`config.mk`:
```
export PLATFORM = sky130hd
export DESIGN_NAME = plhi_block_flat
export DESIGN_NICKNAME = d
export VERILOG_FILES = /design/src/logic/plhi_pkg.sv /design/src/logic/plhi_if.sv /design/src/logic/plhi_block.sv /design/src/flat_wrapper.sv
export SDC_FILE = /design/constraint.sdc
export NUM_CORES = 1
export LEC_CHECK = 0
export ABC_AREA = 1
export BUFFER_PORTS_ARGS = -buffer_cell sky130_fd_sc_hd__buf_2
export CORE_MARGIN = 2
export CORE_UTILIZATION = 48
export CTS_CLUSTER_DIAMETER = 200
export DETAILED_ROUTE_END_ITERATION = 7
export PLACE_DENSITY_LB_ADDON = 0.08
export SYNTH_ARGS = -nofsm -noshare
export SYNTH_HDL_FRONTEND = slang
export SYNTH_SLANG_ARGS = --single-unit
```
`constraint.sdc`:
```
create_clock -name clk_sys -period 2.8 [get_ports clk_sys]
set_input_delay 0.42 -clock clk_sys [delete_from_list [all_inputs] [get_ports clk_sys]]
set_output_delay 0.42 -clock clk_sys [all_outputs]
set_load 0.1 [all_outputs]
```
`src/logic/plhi_pkg.sv`:
```
// Shared constants and types for the port-level handshake block.
package plhi_pkg;
	localparam int PLHI_DATA_W = 16;
	localparam int PLHI_ADDR_W = 6;
	localparam int PLHI_RAM_LAT = 1;
	localparam int PLHI_ITEMS = 4;
	localparam logic [15:0] PLHI_DATA_RST = 16'h0000;
	localparam logic [5:0] PLHI_ADDR_RST = 6'h00;

	typedef enum logic [6:0] {
		PLHI_IDLE = 7'h01,
		PLHI_GET = 7'h02,
		PLHI_PUT = 7'h04,
		PLHI_RD = 7'h08,
		PLHI_RWAIT = 7'h10,
		PLHI_WR = 7'h20,
		PLHI_ACKOUT = 7'h40
	} plhi_state_t;
endpackage : plhi_pkg

```
`src/logic/plhi_if.sv`:
```
// Interface joining the block end and the far-side logic end.
`timescale 1ns/100ps
interface plhi_if
	import plhi_pkg::*;
	();
	logic block_go;
	logic [PLHI_DATA_W-1:0] cfg_data;
	logic [PLHI_DATA_W-1:0] bare_in;
	logic [PLHI_DATA_W-1:0] bare_out;
	logic [PLHI_DATA_W-1:0] hs_in;
	logic hs_in_vld;
	logic hs_in_ack;
	logic [PLHI_DATA_W-1:0] hs_out;
	logic hs_out_vld;
	logic hs_out_ack;
	logic [PLHI_DATA_W-1:0] ao_in;
	logic ao_in_ack;
	logic [PLHI_DATA_W-1:0] ao_out;
	logic ao_out_ack;
	logic [PLHI_DATA_W-1:0] vo_in;
	logic vo_in_vld;
	logic [PLHI_DATA_W-1:0] vo_out;
	logic vo_out_vld;
	logic [PLHI_ADDR_W-1:0] ram_addr;
	logic ram_ce;
	logic ram_we;
	logic [PLHI_DATA_W-1:0] ram_write_data;
	logic [PLHI_DATA_W-1:0] ram_read_data;

	modport blk (
		input block_go, cfg_data, bare_in, hs_in, hs_in_vld, hs_out_ack,
		input ao_in, ao_out_ack, vo_in, vo_in_vld, ram_read_data,
		output bare_out, hs_in_ack, hs_out, hs_out_vld, ao_in_ack, ao_out,
		output vo_out, vo_out_vld, ram_addr, ram_ce, ram_we, ram_write_data
	);
	modport far (
		output block_go, cfg_data, bare_in, hs_in, hs_in_vld, hs_out_ack,
		output ao_in, ao_out_ack, vo_in, vo_in_vld, ram_read_data,
		input bare_out, hs_in_ack, hs_out, hs_out_vld, ao_in_ack, ao_out,
		input vo_out, vo_out_vld, ram_addr, ram_ce, ram_we, ram_write_data
	);
endinterface : plhi_if

```
`src/logic/plhi_block.sv`:
```
// Block end: one pass reads inputs, uses the RAM and writes outputs.
// How it works
// (RL1) Bare data ports carry data only.
// (RL2) Bare input producer holds data during transaction.
// (RL3) Bare output consumer samples at right cycle.
// (RL4) Config input steady while block runs; far end holds cfg_data only while block_go high.
// (RL5) Config input only, fanout not registered.
// (RL6) Control names are data name plus suffix.
// (RL7) No handshake before block_go starts operation.
// (RL8) Handshake input stalls while valid low.
// (RL9) Acknowledge pulses when valid input taken.
// (RL10) Output valid rises with new data.
// (RL11) Hold data and valid while acknowledge low.
// (RL12) Drop output valid edge after acknowledge.
// (RL13) Ack-only input acknowledges in consuming cycle.
// (RL14) Ack-only output stalls until acknowledge high.
// (RL15) Valid-only input captured whenever valid active.
// (RL16) Valid-only output valid marks data cycles.
// (RL17) Output-valid-only: bare inputs, valid outputs.
// (RL18) RAM protocol same discrete or grouped.
// (RL19) Read drives address with chip enable.
// (RL20) RAM returns read data after latency.
// (RL21) Write drives ce, we, address, data together.
// (RL22) Producer holds data until acknowledge.
// (RL23) Controller raises block_go before port activity.
`timescale 1ns/100ps
module plhi_block
	import plhi_pkg::*;
	#(
	parameter int RAM_LAT = PLHI_RAM_LAT
	)
	(
	// Clock and reset.
	input wire logic clk_sys,
	input wire logic rst,
	// Link to far side.
	plhi_if.blk lnk,
	// User-side status.
	output logic busy,
	output logic pass_done
	);

	plhi_state_t st_r;
	plhi_state_t st_nxt;
	logic [PLHI_DATA_W-1:0] acc_r;
	logic [PLHI_DATA_W-1:0] vo_hold_r;
	logic [PLHI_DATA_W-1:0] out_r;
	logic [PLHI_DATA_W-1:0] bare_out_r;
	logic [PLHI_ADDR_W-1:0] addr_r;
	logic [3:0] lat_r;
	logic hs_out_vld_r;
	logic vo_out_vld_r;
	logic done_r;

	// The step that takes the handshake input waits on its valid.
	wire take_in = (st_r == PLHI_GET) && lnk.hs_in_vld; // [RL8]
	wire put_done = (st_r == PLHI_PUT) && lnk.hs_out_ack;
	wire ao_done = (st_r == PLHI_ACKOUT) && lnk.ao_out_ack; // [RL14]
	wire rd_back = (st_r == PLHI_RWAIT) && (lat_r == 4'h0); // [RL20]

	// Ports move only after operation starts.
	always_comb
	begin
		st_nxt = st_r;
		case (st_r)
			PLHI_IDLE: if (lnk.block_go) st_nxt = PLHI_GET; // [RL7] [RL23]
			PLHI_GET: if (take_in) st_nxt = PLHI_RD;
			PLHI_RD: st_nxt = PLHI_RWAIT;
			PLHI_RWAIT: if (rd_back) st_nxt = PLHI_WR;
			PLHI_WR: st_nxt = PLHI_PUT;
			PLHI_PUT: if (put_done) st_nxt = PLHI_ACKOUT; // [RL11]
			PLHI_ACKOUT: if (ao_done) st_nxt = PLHI_IDLE;
			default: st_nxt = PLHI_IDLE;
		endcase
	end

	always_ff @(posedge clk_sys)
	begin
		if (rst)
			st_r <= PLHI_IDLE;
		else
			st_r <= st_nxt;
	end

	// Valid-only input is caught even while busy elsewhere.
	always_ff @(posedge clk_sys)
	begin
		if (rst)
			vo_hold_r <= PLHI_DATA_RST;
		else if (lnk.vo_in_vld)
			vo_hold_r <= lnk.vo_in; // [RL15]
	end

	// Read latency counter; a longer RAM only changes RAM_LAT.
	always_ff @(posedge clk_sys)
	begin
		if (rst)
			lat_r <= 4'h0;
		else if (st_r == PLHI_RD)
			lat_r <= 4'(RAM_LAT - 1);
		else if (lat_r != 4'h0)
			lat_r <= lat_r - 4'h1;
	end

	// Datapath: config is read straight, never registered first.
	always_ff @(posedge clk_sys)
	begin
		if (rst)
		begin
			acc_r <= PLHI_DATA_RST;
			addr_r <= PLHI_ADDR_RST;
			out_r <= PLHI_DATA_RST;
		end
		else
		begin
			if (take_in)
				acc_r <= lnk.hs_in + lnk.cfg_data + lnk.bare_in; // [RL5] [RL2]
			if (rd_back)
				acc_r <= acc_r + lnk.ram_read_data + lnk.ao_in + vo_hold_r;
			if (st_r == PLHI_WR)
			begin
				out_r <= acc_r;
				addr_r <= addr_r + 6'h01;
			end
		end
	end

	// Handshake output valid rises with its data and falls after acknowledge; valid-only output valid lasts one cycle.
	always_ff @(posedge clk_sys)
	begin
		if (rst)
		begin
			hs_out_vld_r <= 1'b0;
			vo_out_vld_r <= 1'b0;
			bare_out_r <= PLHI_DATA_RST;
			done_r <= 1'b0;
		end
		else
		begin
			if (st_r == PLHI_WR)
				hs_out_vld_r <= 1'b1; // [RL10]
			else if (put_done)
				hs_out_vld_r <= 1'b0; // [RL12]
			vo_out_vld_r <= (st_r == PLHI_WR); // [RL16] [RL17]
			if (ao_done)
				bare_out_r <= out_r; // [RL1] [RL3]
			done_r <= ao_done;
		end
	end

	// Handshake names follow the data name with a suffix.
	assign lnk.hs_in_ack = take_in; // [RL9] [RL6] [RL22]
	assign lnk.ao_in_ack = rd_back; // [RL13]
	assign lnk.hs_out = out_r;
	assign lnk.hs_out_vld = hs_out_vld_r;
	assign lnk.ao_out = out_r;
	assign lnk.vo_out = out_r;
	assign lnk.vo_out_vld = vo_out_vld_r;
	assign lnk.bare_out = bare_out_r;
	// Same signals serve a discrete or grouped presentation.
	assign lnk.ram_addr = addr_r; // [RL18]
	assign lnk.ram_ce = (st_r == PLHI_RD) || (st_r == PLHI_WR); // [RL19] [RL21]
	assign lnk.ram_we = (st_r == PLHI_WR); // [RL21]
	assign lnk.ram_write_data = acc_r;
	assign busy = (st_r != PLHI_IDLE);
	assign pass_done = done_r;
endmodule : plhi_block

```
`src/flat_wrapper.sv`:
```
// flat-port wrapper written by rule: the top's interface ports become plain ports
module plhi_block_flat import plhi_pkg::*;
#(
	parameter int RAM_LAT = PLHI_RAM_LAT
	)
  (clk_sys, rst, busy, pass_done, lnk_block_go, lnk_cfg_data, lnk_bare_in, lnk_hs_in, lnk_hs_in_vld, lnk_hs_out_ack, lnk_ao_in, lnk_ao_out_ack, lnk_vo_in, lnk_vo_in_vld, lnk_ram_read_data, lnk_bare_out, lnk_hs_in_ack, lnk_hs_out, lnk_hs_out_vld, lnk_ao_in_ack, lnk_ao_out, lnk_vo_out, lnk_vo_out_vld, lnk_ram_addr, lnk_ram_ce, lnk_ram_we, lnk_ram_write_data);
  plhi_if lnk_i ();
  input wire logic clk_sys;
  input wire logic rst;
  output logic busy;
  output logic pass_done;
  input wire logic [$bits(lnk_i.block_go)-1:0] lnk_block_go;
  input wire logic [$bits(lnk_i.cfg_data)-1:0] lnk_cfg_data;
  input wire logic [$bits(lnk_i.bare_in)-1:0] lnk_bare_in;
  input wire logic [$bits(lnk_i.hs_in)-1:0] lnk_hs_in;
  input wire logic [$bits(lnk_i.hs_in_vld)-1:0] lnk_hs_in_vld;
  input wire logic [$bits(lnk_i.hs_out_ack)-1:0] lnk_hs_out_ack;
  input wire logic [$bits(lnk_i.ao_in)-1:0] lnk_ao_in;
  input wire logic [$bits(lnk_i.ao_out_ack)-1:0] lnk_ao_out_ack;
  input wire logic [$bits(lnk_i.vo_in)-1:0] lnk_vo_in;
  input wire logic [$bits(lnk_i.vo_in_vld)-1:0] lnk_vo_in_vld;
  input wire logic [$bits(lnk_i.ram_read_data)-1:0] lnk_ram_read_data;
  output wire logic [$bits(lnk_i.bare_out)-1:0] lnk_bare_out;
  output wire logic [$bits(lnk_i.hs_in_ack)-1:0] lnk_hs_in_ack;
  output wire logic [$bits(lnk_i.hs_out)-1:0] lnk_hs_out;
  output wire logic [$bits(lnk_i.hs_out_vld)-1:0] lnk_hs_out_vld;
  output wire logic [$bits(lnk_i.ao_in_ack)-1:0] lnk_ao_in_ack;
  output wire logic [$bits(lnk_i.ao_out)-1:0] lnk_ao_out;
  output wire logic [$bits(lnk_i.vo_out)-1:0] lnk_vo_out;
  output wire logic [$bits(lnk_i.vo_out_vld)-1:0] lnk_vo_out_vld;
  output wire logic [$bits(lnk_i.ram_addr)-1:0] lnk_ram_addr;
  output wire logic [$bits(lnk_i.ram_ce)-1:0] lnk_ram_ce;
  output wire logic [$bits(lnk_i.ram_we)-1:0] lnk_ram_we;
  output wire logic [$bits(lnk_i.ram_write_data)-1:0] lnk_ram_write_data;
  assign lnk_i.block_go = lnk_block_go;
  assign lnk_i.cfg_data = lnk_cfg_data;
  assign lnk_i.bare_in = lnk_bare_in;
  assign lnk_i.hs_in = lnk_hs_in;
  assign lnk_i.hs_in_vld = lnk_hs_in_vld;
  assign lnk_i.hs_out_ack = lnk_hs_out_ack;
  assign lnk_i.ao_in = lnk_ao_in;
  assign lnk_i.ao_out_ack = lnk_ao_out_ack;
  assign lnk_i.vo_in = lnk_vo_in;
  assign lnk_i.vo_in_vld = lnk_vo_in_vld;
  assign lnk_i.ram_read_data = lnk_ram_read_data;
  assign lnk_bare_out = lnk_i.bare_out;
  assign lnk_hs_in_ack = lnk_i.hs_in_ack;
  assign lnk_hs_out = lnk_i.hs_out;
  assign lnk_hs_out_vld = lnk_i.hs_out_vld;
  assign lnk_ao_in_ack = lnk_i.ao_in_ack;
  assign lnk_ao_out = lnk_i.ao_out;
  assign lnk_vo_out = lnk_i.vo_out;
  assign lnk_vo_out_vld = lnk_i.vo_out_vld;
  assign lnk_ram_addr = lnk_i.ram_addr;
  assign lnk_ram_ce = lnk_i.ram_ce;
  assign lnk_ram_we = lnk_i.ram_we;
  assign lnk_ram_write_data = lnk_i.ram_write_data;
  plhi_block #(.RAM_LAT(RAM_LAT)) u_core (.clk_sys(clk_sys), .rst(rst), .lnk(lnk_i), .busy(busy), .pass_done(pass_done));
endmodule
```
# After elaboration in Yosys (flattened, before gate mapping)
# Cells that the tools add are included.
totals:
  ff_bits: 84
  input_bits: 103
  output_inout_bits: 94
  wordCells: 51
classes:
  addsub: 7
  n_eq_ne: 13
  mux: 10
  reduce_logical: 11
ops:
  columns: ["cell", "count"]
  rows:
  - ["$add 16x16->16", 5]
  - ["$pmux 7 s7", 1]
  - ["$mux 7", 5]
  - ["$mux 16", 2]
  - ["$eq 7x1->1 const B", 1]
  - ["$eq 7x2->1 const B", 1]
  - ["$eq 7x3->1 const B", 1]
  - ["$eq 7x4->1 const B", 1]
  - ["$eq 7x5->1 const B", 1]
  - ["$eq 7x6->1 const B", 1]
  - ["$eq 7x7->1 const B", 1]
  - ["$ne 7x1->1 const B", 1]
  - ["$add 6x1->6 const B", 1]
  - ["$ne 2x2->1 const B", 3]
  - ["$reduce_and 5->1", 1]
  - ["$logic_and 1x1->1", 4]
  - ["$logic_not 4->1", 1]
  - ["$ne 2x1->1 const B", 2]
  - ["$reduce_bool 2->1", 2]
  - ["$reduce_bool 4->1", 1]
  - ["$sub 4x1->4 const B", 1]
  - ["$mux 1", 2]
  - ["$reduce_or 2->1", 1]
  - ["$logic_or 1x1->1", 1]

# Longest topological paths before layout
logic_depth:
  word_depth: 4
  ltp_mapped: 18
  ltp_nobuf: 18

# Worst setup path before layout
# No wires, ideal clock.
synth_path:
  kind: "reg2reg"
  start: "register u_core.acc_r[1], in the netlist u_core.lnk.ram_write_data[1]"
  end: "register u_core.acc_r[11], in the netlist u_core.lnk.ram_write_data[11]"
  setup_time_ns: 0.113
  arrival_ns: 3.053
  required_time_ns: 2.687
  path_slack_ns: -0.366
  stages_incl_launch_ff: 17
  n_path_buf: 0
  period_less_slack_ns: 3.166
  cell_sequence: "dfxtp_1 > inv_1 > fa_1 > inv_1 > ha_1 > inv_1 > fa_1 > inv_1 > nand3_1 > nand3_1 > nand2_1 > nand2_1 > inv_1 > o21bai_1 > nor2_1 > nor2_1 > nor2_1"
synth_between:
  elab_chain_cells: 4
synth_lines:
  columns: ["item", "line_no", "source"]
  rows:
  - ["start: declaration", "plhi_block.sv:45", "logic [PLHI_DATA_W-1:0] acc_r;"]
  - ["start signal: assignment", "plhi_block.sv:117", "acc_r <= lnk.hs_in + lnk.cfg_data + lnk.bare_in;"]
  - ["start signal: assignment", "plhi_block.sv:119", "acc_r <= acc_r + lnk.ram_read_data + lnk.ao_in + vo_hold_r;"]
  - ["$add 16x16->16 (3 in a row)", "plhi_block.sv:119", null]
  - ["$mux 16", "plhi_block.sv:118", "if (rd_back)"]
# No other way between the ends.
# A chain may end at the register's enable or synchronous reset.

# Final worst setup path
layout_path:
  start: "register u_core.vo_hold_r[1]"
  end: "register u_core.acc_r[11], in the netlist u_core.lnk.ram_write_data[11]"
layout_between:
  elab_chain_cells: 2
layout_lines:
  columns: ["item", "line_no", "source"]
  rows:
  - ["start: declaration", "plhi_block.sv:46", "logic [PLHI_DATA_W-1:0] vo_hold_r;"]
  - ["start signal: assignment", "plhi_block.sv:91", "vo_hold_r <= lnk.vo_in;"]
  - ["$add 16x16->16", "plhi_block.sv:119", null]
  - ["$mux 16", "plhi_block.sv:118", null]
# No other way between the ends.

==> results.yml <==
status:
  status: "finished clean"
drt:
  top_layer: "met4"
  met3_length_um: 858
  vias: 6180
  met1_length_mm: 7.30
  routed_wl_mm: 16.2
  drc_errors: 0
  wl_per_cell_um: 12.6
  vias_per_cell: 4.79
  wl_met2_mm: 7.87
  drt-initial-drc-count: 324
  dr.pass1.iters: 5
  ant_nets: 0
power_and_ir_drop:
  leakage_nw: 4.44
  vdd_drop_max_v: 0.000334
  p_per_area_nw_per_um2: 608
worst_setup_path:
  crit_path_end_kind: "flip-flop"
  required_ns: 3.04
  cp_max_fo: 3
  start_kind: "flip-flop"
  cp.arrival_ns: 3.02
  critical_path_class: "reg2reg"
worst_hold_path:
  hold_path_class: "in2reg"
floorplanning:
  die-area_um2: 14500
  boundaryPins: 197
  fp-row-count: 42
  die_w_um: 120
  start_util: 0.490
  core_um2: 13200
  die-height_um: 120
finish:
  insertedDiodeCount: 0
  postLayoutCoreUtil: 0.610
  nets: 1290
  seqCellArea_um2: 1700
  design_area_um2: 8080
  final_layout_size_suffix_gt1_frac: 0.288
  fill_cells: 1340
  multi_input_area_um2: 3910
  area_growth_pct: 24.6
  fin_cells: 1290
sta:
  final-hold-violation-count: 0
  fin_skew_ns: 0.00570
  fin_crit_sh: 0.993
  hold_slack_ns: 0.306
  rsz0062_at_grt: "true"
  slew_viol_final: 0
  worstMarginPinSlew_ns: 0.772
  relSlewSlack: 0.485
  finalSetupViolations: 0
  fmax_ghz: 0.360
  totalNegativeSetupSlack_ns: 0
  min_period_ns: 2.78
logic_synthesis:
  synth-main-ff-cell: "dfxtp_1"
  synth_nets: 1101
  async_flop_share: 0
  synth_cell_types: 42
  ys_warn_count: 0
  synth_edf_count: 0
  syn_area_um2: 6490
  syn_inst: 920
  yosysSeqAreaShare: 0.259
  ys_ff_latch: 84
  yosysMostFrequentCell: "nand2_1"
  yosys-top-cells-area: "dfxtp_1 26%, fa_1 14%, nand2_1 11%"
  syn_area_per_cell_um2: 7.05
  synth_top_area_frac: 0.259
  synthTopCellsByCount: "182 x nand2_1, 181 x inv_1, 89 x nor2_1, 84 x dfxtp_1, 60 x a21oi_1"
  synth_top_area_cell: "dfxtp_1"
clock_tree:
  cts_sinks: 84
  htree_num_levels: 3
  cts.path.max_buffers: 2
  clkTransAtPathRegs_ns: 0.07
  cts_tree: "yes"
  clk_latency_ns: 0.35
  cts_hold_buf: 0
  root_buffer: "clkbuf_16"
  numCtsBuffers: 9
global_routing:
  grt_pass1_vias: 5523
  track_usage: 0.226
  grt_max_degree: 42
  grt_pass1_wl_mm: 26.1
  gr-total-overflow: 0
  antenna_found_initial: 0
place:
  dpl_cell_area_um2: 7590
  portBuffers: 196
  gp_congestion: 0.879
  dp_hpwl_mm: 13.2
  dp_cells: 1270
flow_run:
  max_cap_viol_count: 0
-- what timing repair did --
action,CTS,global route
setup buffers,1,3
resized for setup,6,28
endpoints found under the setup margin,3,12
pin swaps,7,8
-- layout make-up --
| cell class | count | share of cell area |
|---|---|---|
| Sequential cell | 84 | 0.210 |
| Inverter | 190 | 0.0888 |
| Clock buffer | 9 | 0.0279 |
| Clock inverter | 7 | 0.0101 |
| Tap cell | 176 | 0.0272 |
| Timing Repair Buffer | 230 | 0.153 |
| Multi-Input combinational cell | 594 | 0.483 |
-- registers in the layout, summed over array words and instances, names as in the netlist --
name,flops
u_core.lnk.ao_out,16
u_core.lnk.bare_out,16
u_core.lnk.ram_write_data,16
u_core.vo_hold_r,16
u_core.st_r,7
u_core.lnk.ram_addr,6
u_core.lat_r,4
u_core.lnk.hs_out_vld,1
u_core.lnk.vo_out_vld,1
u_core.pass_done,1
-- power breakdown --
part	internal, mW	switching, mW
sequential	1.27	0.0434
clock	0.637	0.561
combinational	0.881	1.52
total	2.78	2.13
-- per-stage QoR --
stage	setup slack [ns]	power (mW)
3_3_place_gp	-0.256	3.55
6_report	0.0196	4.91
5_1_grt	-0.138	5.28
4_1_cts	-0.0113	4.80
3_5_place_dp	-0.267	3.57
2_1_floorplan	-0.0596	2.94
-- logic make-up (layout without fill, tap and decap cells) --
logic type / after synthesis / in the layout / share of synthesized area
compound gates: 139 / 139 / 0.113
xor+xnor: 10 / 10 / 0.0135
fa+ha+maj: 78 / 78 / 0.204
buf+inv: 242 / 436 / 0.165
flops: 84 / 84 / 0.259
simple gates: 367 / 367 / 0.245
-- cell usage in the layout, fill, tap and decap left out, drive strengths merged, types with 3 or more instances in the layout --
cell / instances
clkbuf: 9
nand4: 13
inv: 193
nand2: 185
buf: 230
nor3: 9
or2: 3
fa: 46
o211ai: 3
nor2: 94
ha: 32
nand3: 57
dfxtp: 84
a21oi: 65
clkinv: 4
o21ai: 66
xnor2: 6
xor2: 4
-- path summary, 6_finish.rpt --
check / from / endpoint / slack, ns / cells past startpoint
worst min-delay path: lnk_vo_in[0] / u_core.vo_hold_r[0] / 0.31 / 3
worst max-delay path: u_core.vo_hold_r[1] / u_core.lnk.ram_write_data[11] / 0.02 / 17
worst max register to register: u_core.vo_hold_r[1] / u_core.lnk.ram_write_data[11] / 0.02 / 17
worst min register to register: u_core.lat_r[1] / u_core.lat_r[1] / 0.46 / 2
-- critical path, cell delays in order, from the launching register on --
cell and delay (ns):
dfxtp_2 0.32, inv_2 0.05, fa_1 0.49, fa_1 0.43, inv_1 0.08, ha_2 0.18
inv_2 0.04, fa_2 0.34, inv_2 0.07, nand3_2 0.08, nand3_4 0.09, nand2_2 0.06
nand2_2 0.08, inv_2 0.05, o21bai_1 0.15, nor2_1 0.06, nor2_1 0.09, nor2_1 0.04
-- per-layer routing --
layer  up-vias  global-route usage
met4         0              0.0567
met5         -                   0
met1      2791               0.295
met2       168               0.385
li1       3206                   -
met3        15              0.0476
(Power assumes the default switching activity.)
